$ cat config.mk
export PLATFORM = sky130hd
export DESIGN_NAME = mqp_top
export DESIGN_NICKNAME = d
export VERILOG_FILES = /design/src/mqp_pkg.sv /design/src/mqp_evt_irq.sv /design/src/mqp_fifo.sv /design/src/mqp_top.sv
export SDC_FILE = /design/constraint.sdc
export NUM_CORES = 2
export LEC_CHECK = 0
export BUFFER_PORTS_ARGS = -buffer_cell sky130_fd_sc_hd__buf_2
export CAP_MARGIN = 25
export CORE_AREA = 2 2 524 786
export CTS_CLUSTER_SIZE = 20
export DETAILED_ROUTE_END_ITERATION = 6
export DIE_AREA = 0 0 526 788
export PLACE_DENSITY = 0.58
export SLEW_MARGIN = 40
export SYNTH_ARGS = -nofsm -noshare
export SYNTH_HDL_FRONTEND = slang
export SYNTH_SLANG_ARGS = --single-unit
$ cat constraint.sdc
create_clock -name clk_i -period 5.1 [get_ports clk_i]
set_input_delay 0.255 -clock clk_i [delete_from_list [all_inputs] [get_ports clk_i]]
set_output_delay 0.255 -clock clk_i [all_outputs]
set_load 0.005 [all_outputs]
$ cat src/mqp_pkg.sv
// Constants, queue ids and port decode for the message queue ports block.
// Assumes a 12-bit APB byte address and 32-bit data words.
package mqp_pkg;

  // ----------------------------------------------------------------------
  // Sizes
  // ----------------------------------------------------------------------
  localparam int MQP_DW = 32;
  localparam int MQP_AW = 12;
  localparam int MQP_QDEPTH = 32;
  localparam int MQP_NQ = 4;
  localparam int MQP_NEVT = 4;

  // ----------------------------------------------------------------------
  // Register offsets
  // ----------------------------------------------------------------------
  localparam logic [11:0] MQP_OFS_HSTAT = 12'h030;
  localparam logic [11:0] MQP_OFS_HMASK = 12'h034;
  localparam logic [11:0] MQP_OFS_LSTAT = 12'h038;
  localparam logic [11:0] MQP_OFS_LMASK = 12'h03C;
  localparam logic [11:0] MQP_OFS_PORT0 = 12'h040;
  localparam logic [11:0] MQP_OFS_PORT1 = 12'h044;
  localparam logic [11:0] MQP_OFS_PORT2 = 12'h048;
  localparam logic [11:0] MQP_OFS_PORT3 = 12'h04C;
  localparam logic [11:0] MQP_OFS_EVSTAT = 12'h050;
  localparam logic [11:0] MQP_OFS_EVEN = 12'h054;

  // ----------------------------------------------------------------------
  // Fields and reset values
  // ----------------------------------------------------------------------
  localparam int MQP_MSG_BIT = 3;
  localparam logic MQP_MASK_RST = 1'b1;
  localparam logic [MQP_NEVT-1:0] MQP_EVEN_RST = 4'h0;
  localparam logic [31:0] MQP_ONES = 32'hFFFFFFFF;
  localparam logic [31:0] MQP_ZERO = 32'h00000000;
  localparam int MQP_EV_DROP = 0;
  localparam int MQP_EV_EMPTY_RD = 1;
  localparam int MQP_EV_IPOST = 2;
  localparam int MQP_EV_OPOST = 3;

  // ----------------------------------------------------------------------
  // Queue ids and shared port decode
  // ----------------------------------------------------------------------
  typedef enum logic [1:0] {
    MQP_Q_IFREE = 2'h0,
    MQP_Q_IPOST = 2'h1,
    MQP_Q_OPOST = 2'h3,
    MQP_Q_OFREE = 2'h2
  } mqp_queue_t;

  function automatic mqp_queue_t mqp_rd_q(input logic [1:0] port);
    case (port)
      2'h0: mqp_rd_q = MQP_Q_IFREE;
      2'h1: mqp_rd_q = MQP_Q_OPOST;
      2'h2: mqp_rd_q = MQP_Q_IPOST;
      default: mqp_rd_q = MQP_Q_OFREE;
    endcase
  endfunction : mqp_rd_q

  function automatic mqp_queue_t mqp_wr_q(input logic [1:0] port);
    case (port)
      2'h0: mqp_wr_q = MQP_Q_IPOST;
      2'h1: mqp_wr_q = MQP_Q_OFREE;
      2'h2: mqp_wr_q = MQP_Q_IFREE;
      default: mqp_wr_q = MQP_Q_OPOST;
    endcase
  endfunction : mqp_wr_q

endpackage : mqp_pkg

$ cat src/mqp_evt_irq.sv
// Sticky event status with write-one-to-clear, enable mask and one
// level interrupt. Assumes one clock domain and one-cycle event pulses.
`timescale 1ns/1ps
module mqp_evt_irq
  import mqp_pkg::*;
#(
  parameter int N = MQP_NEVT
) (
  // Clock and reset
  input wire logic clk_i,
  input wire logic srst_i,
  // Events and register writes
  input wire logic [N-1:0] set_i,
  input wire logic clr_we_i,
  input wire logic en_we_i,
  input wire logic [N-1:0] wdata_i,
  // State and interrupt
  output logic [N-1:0] status_o,
  output logic [N-1:0] enable_o,
  output logic irq_o
);
  logic [N-1:0] sts_ff, nxt_sts, en_ff, nxt_en;

  always_comb begin
    nxt_sts = sts_ff;
    nxt_en = en_ff;
    if (clr_we_i) nxt_sts = sts_ff & ~wdata_i;
    // A new event in the clearing cycle survives the clear.
    nxt_sts = nxt_sts | set_i;
    if (en_we_i) nxt_en = wdata_i;
  end

  always_ff @(posedge clk_i) begin
    if (srst_i) begin
      sts_ff <= '0;
      en_ff <= MQP_EVEN_RST;
    end else begin
      sts_ff <= nxt_sts;
      en_ff <= nxt_en;
    end
  end

  assign status_o = sts_ff;
  assign enable_o = en_ff;
  assign irq_o = |(sts_ff & en_ff);

endmodule : mqp_evt_irq

$ cat src/mqp_fifo.sv
// One message queue: a word FIFO that drops pushes when full.
// Assumes DEPTH is a power of two and one clock domain.
`timescale 1ns/1ps
module mqp_fifo
  import mqp_pkg::*;
#(
  parameter int DW = MQP_DW,
  parameter int DEPTH = MQP_QDEPTH,
  parameter int CW = $clog2(DEPTH + 1)
) (
  // Clock and reset
  input wire logic clk_i,
  input wire logic srst_i,
  input wire logic flush_i,
  // Fill side
  input wire logic push_i,
  input wire logic [DW-1:0] data_i,
  // Drain side
  input wire logic pop_i,
  output logic [DW-1:0] data_o,
  // Occupancy
  output logic empty_o,
  output logic full_o,
  output logic [CW-1:0] count_o
);
  localparam int PW = $clog2(DEPTH);

  logic [DW-1:0] mem [DEPTH];
  logic [PW-1:0] wp_ff, nxt_wp, rp_ff, nxt_rp;
  logic [CW-1:0] cnt_ff, nxt_cnt;
  logic do_push, do_pop;

  assign empty_o = (cnt_ff == '0);
  assign full_o = (cnt_ff == CW'(DEPTH));
  assign count_o = cnt_ff;
  assign data_o = mem[rp_ff];

  always_comb begin
    do_push = push_i && !full_o;
    do_pop = pop_i && !empty_o;
    nxt_wp = wp_ff;
    nxt_rp = rp_ff;
    nxt_cnt = cnt_ff;
    if (flush_i) begin
      nxt_wp = '0;
      nxt_rp = '0;
      nxt_cnt = '0;
    end else begin
      if (do_push) nxt_wp = wp_ff + PW'(1);
      if (do_pop) nxt_rp = rp_ff + PW'(1);
      nxt_cnt = cnt_ff + CW'(do_push) - CW'(do_pop);
    end
  end

  always_ff @(posedge clk_i) begin
    if (srst_i) begin
      wp_ff <= '0;
      rp_ff <= '0;
      cnt_ff <= '0;
    end else begin
      wp_ff <= nxt_wp;
      rp_ff <= nxt_rp;
      cnt_ff <= nxt_cnt;
    end
  end

  // Storage is not reset; the pointers and the count define what is valid.
  always_ff @(posedge clk_i) begin
    if (do_push && !flush_i) mem[wp_ff] <= data_i;
  end
endmodule : mqp_fifo

$ cat src/mqp_top.sv
// Message queue ports: four 32-entry queues behind four shared APB ports,
// with local and host message interrupt status and mask bits.
// Assumes an APB3 master on clk_i and an asynchronous PCI reset pin.
//
// Functional notes
// Local message mask bit: one blocks, zero passes, resets to one.
// Local mask register reads one in every bit without a field.
// Port 0x0040 reads inbound free queue, writes inbound post queue.
// Port 0x0044 reads outbound post queue, writes outbound free queue.
// Port 0x0048 reads inbound post queue, writes inbound free queue.
// Port 0x004C reads outbound free queue, writes outbound post queue.
// Reading an empty queue returns all ones and leaves it unchanged.
// A write into a full queue is dropped; queue stays as it was.
// Queues start empty; PCI reset flushes all four queues.
// Local status bit is one while inbound post queue is non-empty.
// Host status bit 3 is one while outbound post queue is non-empty.
// Host message mask bit: one blocks, zero passes, resets to one.
// Each message interrupt is high only when status is one, mask zero.
// Each queue holds up to 32 words of 32 bits with full/empty.
`timescale 1ns/1ps
module mqp_top
  import mqp_pkg::*;
#(
  parameter int DEPTH = MQP_QDEPTH
) (
  // Clock and reset
  input wire logic clk_i,
  input wire logic srst_i,
  // PCI reset pin, asynchronous, active high
  input wire logic pci_rst_i,
  // APB slave
  input wire logic psel_i,
  input wire logic penable_i,
  input wire logic pwrite_i,
  input wire logic [MQP_AW-1:0] paddr_i,
  input wire logic [MQP_DW-1:0] pwdata_i,
  output logic [MQP_DW-1:0] prdata_o,
  output logic pready_o,
  output logic pslverr_o,
  // Interrupts
  output logic local_irq_o,
  output logic host_irq_o,
  output logic evt_irq_o
);
  localparam int CW = $clog2(DEPTH + 1);

  // ----------------------------------------------------------------------
  // PCI reset synchroniser
  // ----------------------------------------------------------------------
  logic prst_meta_ff, prst_sync_ff;

  always_ff @(posedge clk_i) begin
    if (srst_i) begin
      prst_meta_ff <= 1'b0;
      prst_sync_ff <= 1'b0;
    end else begin
      prst_meta_ff <= pci_rst_i;
      prst_sync_ff <= prst_meta_ff;
    end
  end

  // ----------------------------------------------------------------------
  // Bus decode
  // ----------------------------------------------------------------------
  logic setup, acc, wr_acc, rd_acc, is_q, mapped;
  mqp_queue_t rq, wq;

  assign setup = psel_i && !penable_i;
  assign acc = psel_i && penable_i;
  assign wr_acc = acc && pwrite_i;
  assign rd_acc = acc && !pwrite_i;
  assign is_q = (paddr_i[11:4] == MQP_OFS_PORT0[11:4]) &&
                (paddr_i[1:0] == 2'h0);
  assign rq = mqp_rd_q(paddr_i[3:2]);
  assign wq = mqp_wr_q(paddr_i[3:2]);

  // Zero wait states: read data is captured during the setup cycle.
  assign pready_o = 1'b1;
  assign pslverr_o = acc && !mapped;

  // ----------------------------------------------------------------------
  // Queues
  // ----------------------------------------------------------------------
  logic [MQP_NQ-1:0] push, pop, empty, full;
  logic [MQP_DW-1:0] head [MQP_NQ];
  logic [CW-1:0] cnt [MQP_NQ];

  always_comb begin
    push = '0;
    pop = '0;
    if (wr_acc && is_q) push[wq] = 1'b1;
    if (rd_acc && is_q && !empty[rq]) pop[rq] = 1'b1;
  end

  for (genvar g = 0; g < MQP_NQ; g++) begin : g_q
    mqp_fifo #(
      .DW(MQP_DW),
      .DEPTH(DEPTH),
      .CW(CW)
    ) u_q (
      .clk_i(clk_i),
      .srst_i(srst_i),
      .flush_i(prst_sync_ff),
      .push_i(push[g]),
      .data_i(pwdata_i),
      .pop_i(pop[g]),
      .data_o(head[g]),
      .empty_o(empty[g]),
      .full_o(full[g]),
      .count_o(cnt[g])
    );
  end

  logic ipost_ne, opost_ne;

  assign ipost_ne = !empty[MQP_Q_IPOST];
  assign opost_ne = !empty[MQP_Q_OPOST];

  // ----------------------------------------------------------------------
  // Event status and its interrupt
  // ----------------------------------------------------------------------
  logic [MQP_NEVT-1:0] evt_set, evt_sts, evt_en;

  always_comb begin
    evt_set = '0;
    evt_set[MQP_EV_DROP] = |(push & full);
    evt_set[MQP_EV_EMPTY_RD] = rd_acc && is_q && empty[rq];
    evt_set[MQP_EV_IPOST] = push[MQP_Q_IPOST] && !full[MQP_Q_IPOST];
    evt_set[MQP_EV_OPOST] = push[MQP_Q_OPOST] && !full[MQP_Q_OPOST];
  end

  mqp_evt_irq #(
    .N(MQP_NEVT)
  ) u_irq (
    .clk_i(clk_i),
    .srst_i(srst_i),
    .set_i(evt_set),
    .clr_we_i(wr_acc && paddr_i == MQP_OFS_EVSTAT),
    .en_we_i(wr_acc && paddr_i == MQP_OFS_EVEN),
    .wdata_i(pwdata_i[MQP_NEVT-1:0]),
    .status_o(evt_sts),
    .enable_o(evt_en),
    .irq_o(evt_irq_o)
  );

  // ----------------------------------------------------------------------
  // Mask registers and read data
  // ----------------------------------------------------------------------
  logic lmask_ff, nxt_lmask, hmask_ff, nxt_hmask;
  logic [MQP_DW-1:0] prdata_ff, nxt_prdata, rd_val;

  always_comb begin
    rd_val = MQP_ZERO;
    mapped = 1'b1;
    case (paddr_i)
      MQP_OFS_HSTAT: rd_val[MQP_MSG_BIT] = opost_ne;
      MQP_OFS_HMASK: begin
        rd_val = MQP_ONES;
        rd_val[MQP_MSG_BIT] = hmask_ff;
      end
      MQP_OFS_LSTAT: rd_val[MQP_MSG_BIT] = ipost_ne;
      MQP_OFS_LMASK: begin
        rd_val = MQP_ONES;
        rd_val[MQP_MSG_BIT] = lmask_ff;
      end
      MQP_OFS_EVSTAT: rd_val[MQP_NEVT-1:0] = evt_sts;
      MQP_OFS_EVEN: rd_val[MQP_NEVT-1:0] = evt_en;
      default: begin
        if (is_q) begin
          rd_val = empty[rq] ? MQP_ONES : head[rq];
        end else begin
          mapped = 1'b0;
        end
      end
    endcase
  end

  always_comb begin
    nxt_lmask = lmask_ff;
    nxt_hmask = hmask_ff;
    nxt_prdata = prdata_ff;
    if (wr_acc && paddr_i == MQP_OFS_LMASK) begin
      nxt_lmask = pwdata_i[MQP_MSG_BIT];
    end
    if (wr_acc && paddr_i == MQP_OFS_HMASK) begin
      nxt_hmask = pwdata_i[MQP_MSG_BIT];
    end
    if (setup && !pwrite_i) nxt_prdata = rd_val;
  end

  always_ff @(posedge clk_i) begin
    if (srst_i) begin
      lmask_ff <= MQP_MASK_RST;
      hmask_ff <= MQP_MASK_RST;
      prdata_ff <= MQP_ZERO;
    end else begin
      lmask_ff <= nxt_lmask;
      hmask_ff <= nxt_hmask;
      prdata_ff <= nxt_prdata;
    end
  end

  assign prdata_o = prdata_ff;
  assign local_irq_o = ipost_ne && !lmask_ff;
  assign host_irq_o = opost_ne && !hmask_ff;
endmodule : mqp_top

; Yosys cells after proc, flatten, opt, wreduce, memory -nomap -nowiden
; Memories as Yosys holds them, arrays and structs flattened. A register that Yosys moved wholly into a read port is not among the register bits.
; Cells that the tools add are included.
[totals]
output_inout_bits = 37
romBits = 0
latchBits = 0
regBits = 108
inputBits = 50
mem_count = 4
elab_cells = 159
mem_bits_rw = 4096
[memory_table]
columns = memory, words, word_bits, read_ports, rd_clocked_by_memory_dff, wr, line_no
row1 = g_q[0].u_q.mem, 32, 32, 1, 1, 1, mqp_fifo.sv:28  ; logic [DW-1:0] mem [DEPTH];
row2 = g_q[1].u_q.mem, 32, 32, 1, 1, 1, mqp_fifo.sv:28
row3 = g_q[2].u_q.mem, 32, 32, 1, 1, 1, mqp_fifo.sv:28
row4 = g_q[3].u_q.mem, 32, 32, 1, 1, 1, mqp_fifo.sv:28
[op_classes]
bitwise = 6
n_div = 0
n_addsub = 16
eq_ne = 13
multipliers = 0
order_cmp = 5
shifts = 0
n_mux = 37
reduce_logical = 59
[ops]
columns = operator, count
row1 = $mux 32, 4
row2 = $bmux 32 s2, 1
row3 = $pmux 28 s2, 1
row4 = $eq 12x6->1 const B, 4
row5 = $add 5x1->5 const B, 8
row6 = $mux 5, 8
row7 = $logic_and 1x1->1, 31
row8 = $add 6x1->6, 4
row9 = $eq 12x7->1 const B, 2
row10 = $eq 6x6->1 const B, 4
row11 = $logic_not 6->1, 4
row12 = $sub 6x1->6, 4
row13 = $logic_not 1->1, 15
row14 = $mux 1, 13
row15 = $and 4x4->4, 3
row16 = $mux 4, 3
row17 = $pmux 2 s3, 2
row18 = $pmux 3 s4, 1
row19 = $reduce_or 4->1, 3
row20 = $eq 8x3->1 const B, 1
row21 = $lt 2x3->1 const B, 2
row22 = $pmux 1 s6, 1
row23 = $reduce_or 2->1, 3
row24 = $reduce_or 6->1, 1
row25 = 10 further kinds, 13

; Logic depth before layout (Yosys ltp)
[depth]
ltp_word = 11
mapped_depth = 17
depth_no_buf = 16

; By module
; Synthesis repeated with hierarchy kept, for this count alone.
[hier_totals]
hier_cells = 8501
area_unflattened_um2 = 164362.6
[modules_own_cells]
columns = module, cells_per_inst, seq_area_each_um2, instances, area_per_inst_um2
row1 = mqp_fifo, 2047, 31169.9, 4, 40337.4
row2 = mqp_top, 280, 720.7, 1, 2697.6
row3 = mqp_evt_irq, 33, 160.2, 1, 315.3

; Worst setup path before layout
; OpenSTA, ideal clock, no wires.
[synth_timing]
path_kind = in2reg
start = input port paddr_i[9]
end = memory g_q[1].u_q.mem[15][0] in the netlist's numbering, enable pin
setup_slack_ns = 1.491
setup_time_ns = 0.421
arrival_ns = 3.188
t_required_ns = 4.679
cell_stages = 6
path_buffers = 0
path_cell_list = nor4_4 > nand3_4 > nor4b_4 > and2b_4 > nand2_4 > nor2_1
[synth_between]
elab_chain_cells = 8
[synth_lines]
columns = element, line_no
row1 = "start, declared", mqp_top.sv:35  ; input wire logic [MQP_AW-1:0] paddr_i,
row2 = $eq 8x3->1, mqp_top.sv:72  ; assign is_q = (paddr_i[11:4] == MQP_OFS_PORT0[11:4]) &&
row3 = $logic_and 1x1->1, mqp_top.sv:72
row4 = $logic_and 1x1->1, mqp_top.sv:91  ; if (wr_acc && is_q) push[wq] = 1'b1;
row5 = $mux 4, mqp_top.sv:91
row6 = $logic_and 1x1->1, mqp_fifo.sv:39  ; do_push = push_i && !full_o;
row7 = named net g_q[1].u_q.do_push, mqp_fifo.sv:31  ; logic do_push, do_pop;
row8 = $logic_and 1x1->1, mqp_fifo.sv:69  ; if (do_push && !flush_i) mem[wp_ff] <= data_i;
row9 = $mux 1, mqp_fifo.sv:69
row10 = $mux 1 (not written as such), mqp_fifo.sv:69
row11 = "end, declared", mqp_fifo.sv:28
; The timed path passes the listed nets, and every way through them passes these cells.

; Final worst setup path
[layout_timing]
start = input port paddr_i[10]
end = memory g_q[2].u_q.mem[18][4] in the netlist's numbering, enable pin
[layout_between]
elab_chain_cells = 8
[layout_lines]
columns = element, line_no
row1 = $eq 8x3->1, mqp_top.sv:72
row2 = $logic_and 1x1->1, mqp_top.sv:72
row3 = $logic_and 1x1->1, mqp_top.sv:91
row4 = $mux 4, mqp_top.sv:91
row5 = $logic_and 1x1->1, mqp_fifo.sv:39
row6 = $logic_and 1x1->1, mqp_fifo.sv:69
row7 = $mux 1, mqp_fifo.sv:69
row8 = $mux 1 (not written as such), mqp_fifo.sv:69
row9 = "end, declared", mqp_fifo.sv:28
; Every way passes these cells.

==> results by group <==
Timing
  – Worst slew margin: 0.302
  – Actual slew at the worst max-slew pin: 1.04 ns
  – Crit path time final: 3.92 ns
  – Setup violators final: 0
  – Fin crit share: 0.768
  – Max-slew violation count: 0
  – WHS: 0.0733 ns
  – RSZ-0062 raised after global routing: false
  – Clk_skew: 0.0662 ns
  – Maximum clock frequency: 255 MHz
  – Fin Setup TNS: 0 ns
  – Hold Fails Final Rpt: 0

Floorplanning
  – I/O Pins: 87
  – Row Count: 287
  – Die W: 526 µm
  – Starting Density: 0.399
  – Total die area: 414000 µm²
  – Core area: 407000 µm²
  – Die extent in y: 788 µm

Synthesis
  – Largest area contributor in the netlist: edfxtp_1
  – Synth top cells by count: edfxtp_1, mux4_2, nor2_1, mux2i_1, clkbuf_1
  – Most common cell in the netlist: edfxtp_1
  – Synth area leaders: edfxtp_1, mux4_2, mux2i_1
  – Top_reg_cell synth: edfxtp_1
  – Mapped Cells: 7457
  – Post-synthesis cell type count: 92
  – Sequential fraction of the synthesis area: 0.772
  – Syn Area/Cell: 21.8 µm²
  – Fraction of registers with async set/reset: 0
  – Mapped Area: 163000 µm²
  – Ys Warns: 0
  – EDFF count, synth: 4096
  – Yosys reg bits: 4224
  – Post-synthesis net count: 7571
  – Post-synth top area share: 0.756

Global routing
  – Initial antenna violation count: 46
  – Overflow after GRT: 0
  – First-pass GRT wire length: 622 mm
  – Vias in the first global route: 80200
  – Overall routing resource usage: 0.212
  – Largest net degree at the start of global routing: 110

Finish
  – Fill cell count: 33800
  – Share of post-route cells with drive strength above 1: 0.281
  – Finished Cell Area: 186000 µm²
  – Synth-to-layout area growth: 14.3%
  – Nets@finish: 8082
  – Final core occ: 0.456

Power
  – Power density over the cells: 371 nW/µm²
  – Worst VDD drop: 0.000297 V
  – Leakage: 55.6 nW

Place
  – DP Area: 172000 µm²
  – DP HPWL: 276 mm
  – Routability cong.: 0.910
  – PortBufs: 85

Clocking
  – CTS clk-pin slew, worst paths: 0.06 ns
  – Post-CTS sizing: 0
  – Worst skew pair latency: 0.96 ns
  – CTS tree: yes
  – H-tree depth: 5
  – Clock tree buffer depth: 4
  – Sink count of the clock tree: 4224
  – Clock buffer count from CTS: 377
  – CTS Root Cell: clkbuf_16

Flow run
  – Max-cap viol count: 0

Detailed routing
  – Vias per cell: 5.72
  – DRT Pass-1 Iters: 6
  – Avg WL per Cell: 32.6 µm
  – DR DRC count: 0
  – Final WL: 445 mm
  – Number of DRC markers in iteration 0: 8608
  – Routed via count: 78000
  – Post-route ant nets: 0

Setup path
  – Slowest stage delay, CP: 0.79 ns
  – CP Data Required Time: 5.68 ns
  – Critical Path AT: 4.50 ns
  – Cells along the critical path: dlygate4sd3_1 -> buf_2 -> nor4_4 -> dlygate4sd3_1 -> nand3_4 -> nor4_4 -> and2b_2 -> nand2_2 -> nor2_4 -> buf_4
  – Critical path type: primary input to flip-flop
  – Crit end category: flip-flop
  – Worst-path fanout max: 19
  – Critical path launch point type: primary input
  – Crit path max-delay cell type: nor4_4

Hold path
  – Hold Crit Class: primary input to flip-flop

Run status
  – Outcome: complete, no violations
==> logic make-up (layout without fill, tap and decap cells) <==
logic type / after synthesis / after routing / synth area share
xor+xnor: 50 / 50 / 0.00269
buf+inv: 449 / 1268 / 0.0144
mux: 1327 / 1327 / 0.157
fa+ha+maj: 64 / 64 / 0.00511
compound gates: 623 / 623 / 0.0253
flops: 4224 / 4224 / 0.772
other cells: 1 / 25 / 0.0000231
simple gates: 719 / 719 / 0.0237
==> flip-flops by register name, summed over array words and instances, names as in the netlist, named ones only <==
| name | flops |
|---|---|
| g_q.u_q.count_o | 24 |
| g_q.u_q.mem | 4096 |
| g_q.u_q.rp_ff | 20 |
| g_q.u_q.wp_ff | 20 |
| hmask_ff | 1 |
| lmask_ff | 1 |
| prdata_o | 32 |
| prst_meta_ff | 1 |
| prst_sync_ff | 1 |
| u_irq.enable_o | 4 |
| u_irq.status_o | 4 |
==> worst max-delay path: cells and delay by family <==
kind	cells	cell delay, ns
AND/OR/NAND/NOR	6	2.42
buffers and inverters	4	1.79
==> cells in the final DEF (no fill, tap or decap), types with 31 or more instances in the layout <==
master	instances
a211oi_1	63
a21oi_1	85
a221oi_1	31
a22oi_1	50
buf_12	50
buf_2	56
buf_4	344
bufinv_16	57
clkbuf_1	55
clkbuf_16	381
clkinv_1	65
clkinv_2	73
dfxtp_1	113
dlygate4sd3_1	53
edfxtp_1	4096
ha_1	59
inv_1	45
mux2_2	93
mux2i_1	270
mux4_2	964
nand2_1	70
nand3_1	41
nor2_1	178
nor2_4	128
nor2b_1	52
nor3_1	54
o21ai_0	86
o22ai_1	139
xor2_1	32
==> path summary, 6_finish.rpt <==
| path | from | end | slack (ns) | cells past startpoint |
|---|---|---|---|---|
| setup / recovery | paddr_i[10] | g_q[2].u_q.mem[18][4] | 1.18 | 10 |
| hold / removal | paddr_i[8] | flip-flop | 0.07 | 6 |
| hold reg to reg | prst_meta_ff | prst_sync_ff | 0.45 | 1 |
| setup reg to reg | g_q[1].u_q.count_o[2] | g_q[2].u_q.count_o[4] | 1.45 | 16 |
==> routing by layer <==
| metal | vias up | routed length [µm] | share of wire | track usage |
|---|---|---|---|---|
| li1 | 32300 | - | - | - |
| met1 | 42200 | 164000 | 0.37 | 0.259 |
| met2 | 2815 | 232000 | 0.52 | 0.372 |
| met4 | 4 | 23800 | 0.054 | 0.102 |
| met5 | - | 27 | 0.000061 | 0 |
| met3 | 626 | 25200 | 0.057 | 0.0248 |
==> power by group <==
group / internal (mW) / switching (mW) / leakage, nW / total (mW)
clock: 16.7 / 12.8 / 6.16 / 29.5
combinational: 0.230 / 1.12 / 11.5 / 1.35
sequential: 38.0 / 0.0270 / 37.8 / 38.0
==> repair_timing <==
action / in CTS / in global routing
buffers inserted: 0 / 0
hold buffers: 53 / 0
endpoints found under the hold margin: 1527 / 0
==> cell type report <==
| cell class | count | area [µm²] | share of cell area |
|---|---|---|---|
| Antenna cell | 24 | 60.1 | 0.000323 |
| Timing Repair Buffer | 535 | 4900 | 0.0263 |
| Clock buffer | 440 | 9800 | 0.0527 |
| Inverter | 46 | 173 | 0.000929 |
| Multi-Input combinational cell | 2784 | 35800 | 0.193 |
| Tap cell | 5346 | 6690 | 0.0360 |
| Clock inverter | 247 | 2850 | 0.0153 |
| Sequential cell | 4224 | 126000 | 0.676 |
==> metrics by stage <==
| stage | power (mW) | setup WS [ns] | instances |
|---|---|---|---|
| global route | 70.6 | 1.07 | 13600 |
| global placement | 40.0 | 1.26 | 12900 |
| floorplan | 38.9 | 1.49 | 7457 |
| detailed placement | 40.1 | 1.17 | 12900 |
| CTS | 69.4 | 1.23 | 13600 |
| finish | 68.9 | 1.18 | 13600 |
Note: power is estimated with default switching activity, not from simulation.
